--- src/rtl/adc_result_pkg.sv ---
// Constants and types for the converter result output port
package adc_result_pkg;
	localparam int RES_W = 16;
	localparam int HALF_W = 8;
	localparam int MSB_IDX = 15;
	localparam int CNT_W = 5;
	localparam logic [CNT_W-1:0] PULSE_COUNT = 5'h10;
	localparam logic [CNT_W-1:0] CNT_ONE = 5'h01;
	localparam logic [CNT_W-1:0] CNT_ZERO = 5'h00;
	localparam logic [RES_W-1:0] RESULT_RESET = 16'h0000;
	localparam logic [RES_W-1:0] SIGN_FLIP = 16'h8000;
	// Pin synchroniser lanes
	localparam int PIN_N = 7;
	localparam int PIN_CS = 0;
	localparam int PIN_RC = 1;
	localparam int PIN_SCLK = 2;
	localparam int PIN_CHAIN = 3;
	localparam int PIN_FMT = 4;
	localparam int PIN_HALF = 5;
	localparam int PIN_SRC = 6;
	localparam logic [PIN_N-1:0] PIN_RESET = 7'h03;
	// Internal shift clock: half period, least time, rounded up
	localparam int CLK_PERIOD_NS = 10;
	localparam int SCLK_HALF_NS = 50;
	localparam int DIV_W = 4;
	localparam logic [DIV_W-1:0] SCLK_HALF_CYC =
		DIV_W'((SCLK_HALF_NS + CLK_PERIOD_NS - 1) / CLK_PERIOD_NS);
	localparam logic [DIV_W-1:0] DIV_ONE = 4'h1;
	localparam logic [DIV_W-1:0] DIV_ZERO = 4'h0;
	typedef enum logic {ST_IDLE, ST_CONVERT} conv_state_t;
endpackage

--- src/rtl/adc_result_port.sv ---
// Result output port of a 16-bit sampling converter: parallel and serial
`timescale 1ns/1ns
// Summary of operation
// (RQ1) Format pin high gives straight binary, low gives twos complement.
// (RQ2) Clock source high: host clocks the serial result out.
// (RQ3) Clock source low: convert command sends previous result with 16 pulses.
// (RQ4) Half select low: parallel pins show bits 15 down to 8.
// (RQ5) Half select high: parallel pins show bits 7 down to 0.
// (RQ6) Parallel pins driven only while chip select low and read high.
// (RQ7) Host should leave top parallel pin open when reading serially.
// (RQ8) Falling edge of chip select or read/convert starts a conversion.
// (RQ9) Busy low from conversion start until the result is updated.
// (RQ10) Internal mode: exactly 16 clock pulses, clock low between conversions.
// (RQ11) External mode: after 16 bits, chain input passes to serial output.
// (RQ12) One result register feeds both parallel and serial outputs; external mode loads the serial shifter from fmt_data instead.
module adc_result_port
	import adc_result_pkg::*;
(
	input  wire logic                            clock_in,
	input  wire logic                            reset_in,
	input  wire logic                            enable_in,
	input  wire logic                            chip_select_n_in,
	input  wire logic                            read_convert_in,
	input  wire logic                            half_select_in,
	input  wire logic                            code_format_select_in,
	input  wire logic                            clock_source_select_in,
	input  wire logic                            serial_shift_clock_in,
	input  wire logic                            chain_in,
	input  wire logic [adc_result_pkg::RES_W-1:0] sample_data_in,
	input  wire logic                            sample_valid_in,
	output logic                                 sample_ready_out,
	output logic                                 conv_start_out,
	output logic                                 busy_n_out,
	output logic [adc_result_pkg::HALF_W-1:0]    par_data_out,
	output logic                                 par_oe_out,
	output logic                                 serial_shift_clock_out,
	output logic                                 serial_shift_clock_oe_out,
	output logic                                 serial_result_out
);
	import adc_result_pkg::*;

	typedef struct packed {
		logic [PIN_N-1:0]  pin_meta;
		logic [PIN_N-1:0]  pin_sync;
		logic              conv_prev;
		logic              sclk_prev;
		conv_state_t       state;
		logic [RES_W-1:0]  result;
		logic [RES_W-1:0]  tx_shift;
		logic [CNT_W-1:0]  bit_cnt;
		logic [DIV_W-1:0]  div_cnt;
		logic              int_active;
		logic              chain_hold;
		logic              sclk;
		logic              sclk_oe;
		logic              sdo;
		logic [HALF_W-1:0] par;
		logic              par_oe;
		logic              busy_n;
		logic              conv_start;
		logic              rdy;
	} port_t;

	port_t s;
	port_t next_s;
	logic [RES_W-1:0] buf_data;
	logic             buf_valid;
	logic             buf_ready;
	logic [RES_W-1:0] fmt_data;
	logic             conv_level;
	logic             start_go;
	logic             ext_fall;
	logic             ext_mode;
	logic             read_window;

	result_buffer #(.WIDTH(RES_W)) u_buffer (
		.clock_in      (clock_in),
		.reset_in      (reset_in),
		.enable_in     (enable_in),
		.in_data_in    (sample_data_in),
		.in_valid_in   (sample_valid_in),
		.in_ready_out  (buf_ready),
		.out_data_out  (buf_data),
		.out_valid_out (buf_valid),
		.out_ready_in  (s.state == ST_CONVERT)
	);

	always_comb
	begin
		next_s = s;
		next_s.pin_meta = {clock_source_select_in,
			half_select_in, code_format_select_in, chain_in,
			serial_shift_clock_in, read_convert_in, chip_select_n_in};
		next_s.pin_sync = s.pin_meta;
		next_s.rdy = buf_ready;
		ext_mode = s.pin_sync[PIN_SRC];
		next_s.sclk_oe = !ext_mode;
		read_window = !s.pin_sync[PIN_CS] && s.pin_sync[PIN_RC];
		// Chip select and read/convert are ORed; its fall starts a conversion
		conv_level = s.pin_sync[PIN_CS] | s.pin_sync[PIN_RC];
		next_s.conv_prev = conv_level;
		start_go = s.conv_prev && !conv_level && (s.state == ST_IDLE); // RQ8
		next_s.sclk_prev = s.pin_sync[PIN_SCLK];
		ext_fall = ext_mode && s.sclk_prev && !s.pin_sync[PIN_SCLK];
		// Straight binary when high, sign bit flipped when low
		fmt_data = s.pin_sync[PIN_FMT] ? buf_data
			: (buf_data ^ SIGN_FLIP); // RQ1
		next_s.conv_start = 1'b0;
		unique case (s.state)
			ST_IDLE:
			begin
				if (start_go)
				begin
					next_s.state = ST_CONVERT;
					next_s.busy_n = 1'b0; // RQ9
					next_s.conv_start = 1'b1; // RQ8
					if (!ext_mode)
					begin
						next_s.tx_shift = s.result; // RQ3
						next_s.bit_cnt = PULSE_COUNT;
						next_s.div_cnt = DIV_ZERO;
						next_s.int_active = 1'b1;
						next_s.chain_hold = s.pin_sync[PIN_CHAIN];
					end
				end
			end
			ST_CONVERT:
			begin
				if (buf_valid)
				begin
					next_s.result = fmt_data; // RQ12
					next_s.busy_n = 1'b1; // RQ9
					next_s.state = ST_IDLE;
					if (ext_mode)
					begin
						next_s.tx_shift = fmt_data; // RQ2
						next_s.bit_cnt = PULSE_COUNT;
					end
				end
			end
		endcase
		if (s.int_active)
		begin
			next_s.div_cnt = s.div_cnt + DIV_ONE;
			if (s.div_cnt == SCLK_HALF_CYC - DIV_ONE)
			begin
				next_s.div_cnt = DIV_ZERO;
				next_s.sclk = !s.sclk; // RQ10
				if (s.sclk)
				begin
					next_s.tx_shift = {s.tx_shift[MSB_IDX-1:0], 1'b0};
					next_s.bit_cnt = s.bit_cnt - CNT_ONE;
					next_s.int_active = (s.bit_cnt != CNT_ONE); // RQ10
				end
			end
		end
		else
		begin
			next_s.sclk = 1'b0; // RQ10
		end
		if (ext_fall && (s.bit_cnt != CNT_ZERO))
		begin
			next_s.tx_shift = {s.tx_shift[MSB_IDX-1:0], 1'b0}; // RQ2
			next_s.bit_cnt = s.bit_cnt - CNT_ONE;
		end
		if (s.int_active)
		begin
			next_s.sdo = s.tx_shift[MSB_IDX]; // RQ3
		end
		else if (!ext_mode)
		begin
			next_s.sdo = s.chain_hold;
		end
		else if (s.bit_cnt != CNT_ZERO)
		begin
			next_s.sdo = s.tx_shift[MSB_IDX]; // RQ2
		end
		else if (read_window)
		begin
			next_s.sdo = s.pin_sync[PIN_CHAIN]; // RQ11
		end
		next_s.par = s.pin_sync[PIN_HALF] ? s.result[HALF_W-1:0] // RQ5
			: s.result[RES_W-1:HALF_W]; // RQ4
		next_s.par_oe = read_window; // RQ6
	end

	always_ff @(posedge clock_in)
	begin
		if (reset_in)
		begin
			s <= '0;
			s.pin_meta <= PIN_RESET;
			s.pin_sync <= PIN_RESET;
			s.conv_prev <= 1'b1;
			s.state <= ST_IDLE;
			s.result <= RESULT_RESET;
			s.busy_n <= 1'b1;
			s.sclk_oe <= 1'b1;
		end
		else if (enable_in)
		begin
			s <= next_s;
		end
	end

	assign sample_ready_out = s.rdy;
	assign conv_start_out = s.conv_start;
	assign busy_n_out = s.busy_n;
	assign par_data_out = s.par;
	assign par_oe_out = s.par_oe;
	assign serial_shift_clock_out = s.sclk;
	assign serial_shift_clock_oe_out = s.sclk_oe;
	assign serial_result_out = s.sdo;
endmodule

--- src/rtl/result_buffer.sv ---
// Two-entry result buffer with valid and ready on both sides
`timescale 1ns/1ns
module result_buffer
	import adc_result_pkg::*;
#(
	parameter int WIDTH = RES_W
)
(
	input  wire logic             clock_in,
	input  wire logic             reset_in,
	input  wire logic             enable_in,
	input  wire logic [WIDTH-1:0] in_data_in,
	input  wire logic             in_valid_in,
	output logic                  in_ready_out,
	output logic      [WIDTH-1:0] out_data_out,
	output logic                  out_valid_out,
	input  wire logic             out_ready_in
);
	typedef struct packed {
		logic [1:0][WIDTH-1:0] mem;
		logic [1:0]            count;
	} buf_t;

	buf_t s;
	buf_t next_s;
	logic push;
	logic pop;
	logic [1:0] slot;

	assign in_ready_out = (s.count != 2'h2);
	assign out_valid_out = (s.count != 2'h0);
	assign out_data_out = s.mem[0];

	always_comb
	begin
		next_s = s;
		push = in_valid_in && in_ready_out;
		pop = out_valid_out && out_ready_in;
		slot = s.count - {1'b0, pop};
		if (pop)
		begin
			next_s.mem[0] = s.mem[1];
		end
		if (push)
		begin
			next_s.mem[slot[0]] = in_data_in;
		end
		next_s.count = s.count + {1'b0, push} - {1'b0, pop};
	end

	always_ff @(posedge clock_in)
	begin
		if (reset_in)
		begin
			s <= '0;
		end
		else if (enable_in)
		begin
			s <= next_s;
		end
	end
endmodule

--- config.mk ---
export PLATFORM = sky130hd
export DESIGN_NAME = adc_result_port
export DESIGN_NICKNAME = d
export VERILOG_FILES = /design/src/rtl/adc_result_pkg.sv /design/src/rtl/adc_result_port.sv /design/src/rtl/result_buffer.sv
export SDC_FILE = /design/constraint.sdc
export NUM_CORES = 1
export LEC_CHECK = 0
export ABC_AREA = 0
export BUFFER_PORTS_ARGS = -buffer_cell sky130_fd_sc_hd__buf_2
export CORE_MARGIN = 3
export CORE_UTILIZATION = 60
export DETAILED_ROUTE_END_ITERATION = 8
export GPL_ROUTABILITY_DRIVEN = 0
export PLACE_DENSITY = 0.88
export SYNTH_ARGS = -nofsm -noshare
export SYNTH_HDL_FRONTEND = slang
export SYNTH_SLANG_ARGS = --single-unit
--- constraint.sdc ---
create_clock -name clock_in -period 2.8 [get_ports clock_in]
set_input_delay 0.7 -clock clock_in [delete_from_list [all_inputs] [get_ports clock_in]]
set_output_delay 0.7 -clock clock_in [all_outputs]
set_load 0.05 [all_outputs]
==> results.json, run 1 <==
{
  "clk_pin_slew_ps": 120,
  "clk_latency_ps": 380,
  "cts_resized": 0,
  "cts_setup_buffers": 0,
  "synth_top_area_share": 0.4105,
  "syn-cell-area_sq_mm": 0.005315,
  "first_pass_iters": 6,
  "vias": 4503,
  "slew_viol_final": 0,
  "syn_nets": 625,
  "layout_common_cells": "109 x dfxtp_1, 65 x mux2i_1, 52 x nand2_1",
  "grt-ovfl-total": 0,
  "crit_required_ps": 3090,
  "min_period_ps": 2340,
  "grt_pass1_vias": 4301,
  "synth_cell_types": 53,
  "finalWorstSetupSlack_ps": 459.5,
  "finalPower_mw": 2.886,
  "period_share": 0.8359,
  "critPathLaunchType": "register",
  "p_per_area_mw_per_mm2": 505.6,
  "ys_async_sr_fraction": 0,
  "yosysWarnings": 0,
  "worstSetupPathType": "register to register",
  "fp-row-count": 33,
  "cp_max_fo": 20,
  "syn_avg_cell_area_sq_um": 8.993,
  "portBuffers": 41,
  "crit_path_end_kind": "register",
  "hold_slack_ps": 476.0,
  "vdd_drop_max_uv": 413.8,
  "die-area_sq_mm": 0.01002,
  "yosysSeqAreaShare": 0.4105,
  "setup_violations": 0,
  "diodes": 0,
  "grt_pass1_wl_mm": 20.42,
  "synthTopCellsByArea": "dfxtp_1 41%, mux2i_1 12%, a21oi_1 4.7%",
  "grt_start_max_net_pins": 35,
  "worstPathArrival_ps": 2630,
  "fin_util": 0.6775,
  "place_ws_ps": 522.5,
  "status": "finished clean",
  "die_h_um": 100.1,
  "cts_max_level": 3,
  "antenna_found_initial": 0,
  "postRouteAntennaNets": 0,
  "avgViaCountPerCell": 6.289,
  "drive_gt1_frac": 0.1784,
  "hold_path.startpoint": "serial_result_out",
  "final_common_cell": "dfxtp_1",
  "synth_cells": 591,
  "first_iter_violations": 367,
  "synth_flop_cell": "dfxtp_1",
  "hold_class": "register to register",
  "nFillCells": 667,
  "clock-sinks": 109,
  "nNetsFinal": 640,
  "die_w_um": 100.1,
  "routed_wl_mm": 12.48,
  "yosysTopAreaCell": "dfxtp_1",
  "synth_edf_count": 0,
  "area_growth_pct": 7.368,
  "rsz0062_at_grt": "no",
  "remaining_drc_errors": 0,
  "wl_per_cell_um": 17.43,
  "dpl.hpwl_mm": 8.367,
  "top_level_ports": 42,
  "fin_setup_tns_ps": 0,
  "grt_use_total": 0.2488,
  "r2r-start": "s[21]",
  "fmax_mhz": 427.3,
  "cts_made_buffers": 9,
  "slew_headroom": 0.5291,
  "ys_seq_elements": 109,
  "cts.path.max_buffers": 2,
  "hold_viol": 0,
  "ctsHoldBuffers": 0,
  "critPathLaunch": "s[21]",
  "leakage_nw": 2.247,
  "cap_violations": 0,
  "initial_core_util": 0.6310,
  "coreArea_sq_mm": 0.008423,
  "worst_pin_slew_ps": 705.6,
  "cts_root_buffer": "clkbuf_8",
  "cts_tree": "done",
  "clock_skew_ps": 14.29
}
critical path, stage by stage, from the launching register on:
cell      delay, ps
dfxtp_1         350
inv_1           130
ha_1            170
or4b_4          510
a32oi_4         530
buf_4           250
o211ai_1        110
a221oi_2        230
power breakdown:
| group | total (mW) | switching, mW | internal (mW) |
|---|---|---|---|
| combinational | 0.310 | 0.192 | 0.119 |
| clock | 0.927 | 0.581 | 0.346 |
| sequential | 1.65 | 0.0449 | 1.60 |
| total | 2.89 | 0.818 | 2.07 |
synth_stat cells (4+ instances only):
| cell type | n |
|---|---|
| a211oi_1 | 11 |
| a21oi_1 | 50 |
| a221oi_2 | 9 |
| a31oi_1 | 4 |
| buf_1 | 8 |
| buf_2 | 8 |
| buf_4 | 8 |
| clkbuf_1 | 28 |
| dfxtp_1 | 109 |
| ha_1 | 7 |
| inv_1 | 21 |
| mux2_2 | 11 |
| mux2i_1 | 65 |
| nand2_1 | 52 |
| nand2b_1 | 19 |
| nand3_1 | 4 |
| nor2_1 | 51 |
| nor3_1 | 11 |
| o211ai_1 | 27 |
| o21ai_0 | 34 |
| o221a_2 | 5 |
per-stage QoR:
| stage | std cells | area (sq um) |
|---|---|---|
| final | 716 | 5707 |
| after global routing | 716 | 5707 |
| after CTS | 716 | 5707 |
| after detailed placement | 700 | 5518 |
| after global placement | 700 | 5518 |
| after floorplan | 591 | 5315 |
registers in the layout, indices dropped and copies added, names as in the netlist:
name                       cells
busy_n_out                     1
conv_start_out                 1
ext_mode                       1
next_s                         8
par_data_out                   8
par_oe_out                     1
s                             51
sample_ready_out               1
serial_result_out              1
serial_shift_clock_oe_out      1
serial_shift_clock_out         1
u_buffer.out_data_out         16
u_buffer.s                    18
final cells by class:
class	instances	area (sq um)	area share
multi-input combinational	406	2785	0.4881
sequential	109	2182	0.3824
timing repair buffer	59	340.3	0.05964
tap	105	131.4	0.02302
clock buffer	9	123.9	0.02171
inverter	21	78.83	0.01381
clock inverter	7	65.06	0.01140
final timing paths:
check | to | slack (ps) | cells after the start
worst max-delay path | s[32] | 460 | 7
worst min-delay path | serial_result_out | 480 | 2
worst max register to register | s[32] | 460 | 7
worst min register to register | serial_result_out | 480 | 2
logic make-up after synthesis:
family                   after synthesis  share of synthesized area
AO/OA/AOI/OAI                        168                     0.2225
XOR/XNOR                               3                   0.004944
adder cells (fa/ha/maj)                7                    0.01648
buffers and inverters                 76                    0.06544
flip-flops                           109                     0.4105
multiplexers                          76                     0.1457
AND/OR/NAND/NOR                      152                     0.1344
per-layer routing:
metal / part of all wire / vias to the layer above / track usage
li1: - / 2133 / -
met3: 0.070 / 33 / 0.04656
met2: 0.49 / 200 / 0.4210
met1: 0.42 / 2137 / 0.3184
met4: 0.020 / 0 / 0.08601
met5: 0 / - / 0
(Power assumes the default switching activity.)
==> run 2, diff against run 1 <==
Clock period 2.8 ns to 2.4 ns, I/O delays scaled along.
==> results.json, run 2 (synthesized netlist as in run 1, its figures left out) <==
{
  "grt_pass1_wl_mm": 21.54,
  "cts_setup_buffers": 0,
  "largest_register": "s",
  "grt-ovfl-total": 0,
  "hold_class": "primary input to register",
  "grt_pass1_vias": 4480,
  "final_common_cell": "dfxtp_1",
  "antenna_found_initial": 0,
  "cts_made_buffers": 9,
  "avgViaCountPerCell": 6.429,
  "area_growth_pct": 7.674,
  "place_ws_ps": 16.91,
  "leakage_nw": 2.259,
  "routed_wl_mm": 12.99,
  "portBuffers": 41,
  "worst_pin_slew_ps": 728.2,
  "cap_violations": 0,
  "crit_path_cell_trace": "inv_1 > ha_1 > or4b_4 > a32oi_2 > o221a_2 > o21ai_0",
  "diodes": 0,
  "min_period_ps": 2234,
  "grt_use_total": 0.2640,
  "clock_skew_ps": 7.904,
  "fp-row-count": 33,
  "remaining_drc_errors": 0,
  "drive_gt1_frac": 0.1784,
  "coreArea_sq_mm": 0.008423,
  "hold_viol": 0,
  "cp_max_fo": 12,
  "cts_root_buffer": "clkbuf_8",
  "nNetsFinal": 640,
  "critPathLaunchType": "register",
  "die_w_um": 100.1,
  "cts.path.max_buffers": 2,
  "grt_start_max_net_pins": 74,
  "vias": 4603,
  "cts_max_level": 3,
  "wl_per_cell_um": 18.14,
  "slew_headroom": 0.5140,
  "first_iter_violations": 596,
  "vdd_drop_max_uv": 495.0,
  "critPathSlowestCell": "a32oi_2",
  "initial_core_util": 0.6310,
  "rsz0062_at_grt": "no",
  "clk_latency_ps": 370,
  "worstSetupPathType": "register to register",
  "die_h_um": 100.1,
  "cpPeakStageDelay_ps": 560,
  "fin_setup_tns_ps": 0,
  "fmax_mhz": 447.7,
  "worstPathArrival_ps": 2490,
  "p_per_area_mw_per_mm2": 584.0,
  "crit_path_end_kind": "register",
  "slew_viol_final": 0,
  "clock-sinks": 109,
  "clk_pin_slew_ps": 100,
  "first_pass_iters": 5,
  "status": "finished clean",
  "top_level_ports": 42,
  "layout_common_cells": "109 x dfxtp_1, 65 x mux2i_1, 52 x nand2_1",
  "period_share": 0.9307,
  "largest_reg_flops": 51,
  "dpl.hpwl_mm": 8.708,
  "crit_required_ps": 2650,
  "finalWorstSetupSlack_ps": 166.2,
  "postRouteAntennaNets": 0,
  "cts_tree": "done",
  "setup_violations": 0,
  "die-area_sq_mm": 0.01002
}
run 2: per-stage QoR:
stage / util / cells / instance area, sq um / hold WS (ps) / total power [mW]
finish: 0.6794 / 716 / 5723 / 448.0 / 3.342
floorplan: - / 591 / 5315 / 439.2 / 2.220
CTS: 0.6775 / 715 / 5707 / 443.8 / 3.341
global placement: 0.6557 / 699 / 5523 / 452.6 / 2.303
global route: 0.6794 / 716 / 5723 / 454.5 / 3.448
detailed placement: 0.6557 / 699 / 5523 / 462.0 / 2.323
run 2: power by group:
part | internal [mW] | switching [mW] | leakage (nW)
Combinational | 0.140 | 0.227 | 1.28
Clock | 0.414 | 0.637 | 0.0893
Sequential | 1.87 | 0.0541 | 0.888
run 2: metal layers:
layer / wire length (um) / vias up / GRT usage
li1: - / 2147 / -
met1: 5200 / 2194 / 0.3358
met2: 6361 / 204 / 0.4358
met3: 936 / 58 / 0.04795
met4: 489 / 0 / 0.1202
met5: 0 / - / 0
run 2: final cells by class:
cell class / instances / area [sq um]
multi-input combinational: 407 / 2801
fill: 651 / 2700
sequential: 109 / 2182
timing repair buffer: 58 / 345.3
clock buffer: 10 / 137.6
tap: 105 / 131.4
inverter: 21 / 78.83
clock inverter: 6 / 46.29
run 2: final timing paths:
path	slack (ps)	cells after the start	start	endpoint
max	170	6	s[21]	s[36]
min	450	3	chip_select_n_in	next_s[61]
max reg2reg	170	6	s[21]	s[36]
min reg2reg	480	2	conv_start_out	conv_start_out
run 2: what timing repair did:
| action | in CTS | in global routing |
|---|---|---|
| hold buffers | 0 | 0 |
| resized for setup | 0 | 0 |
| endpoints found under the setup margin | 0 | 18 |
| endpoints found under the hold margin | 0 | 0 |
run 2: worst max-delay path, delay by kind of cell (launching register included):
kind            cells  cell delay [ps]
compound gates      3              980
simple gates        1              520
flops               1              340
fa+ha+maj           1              150
buf+inv             1              120
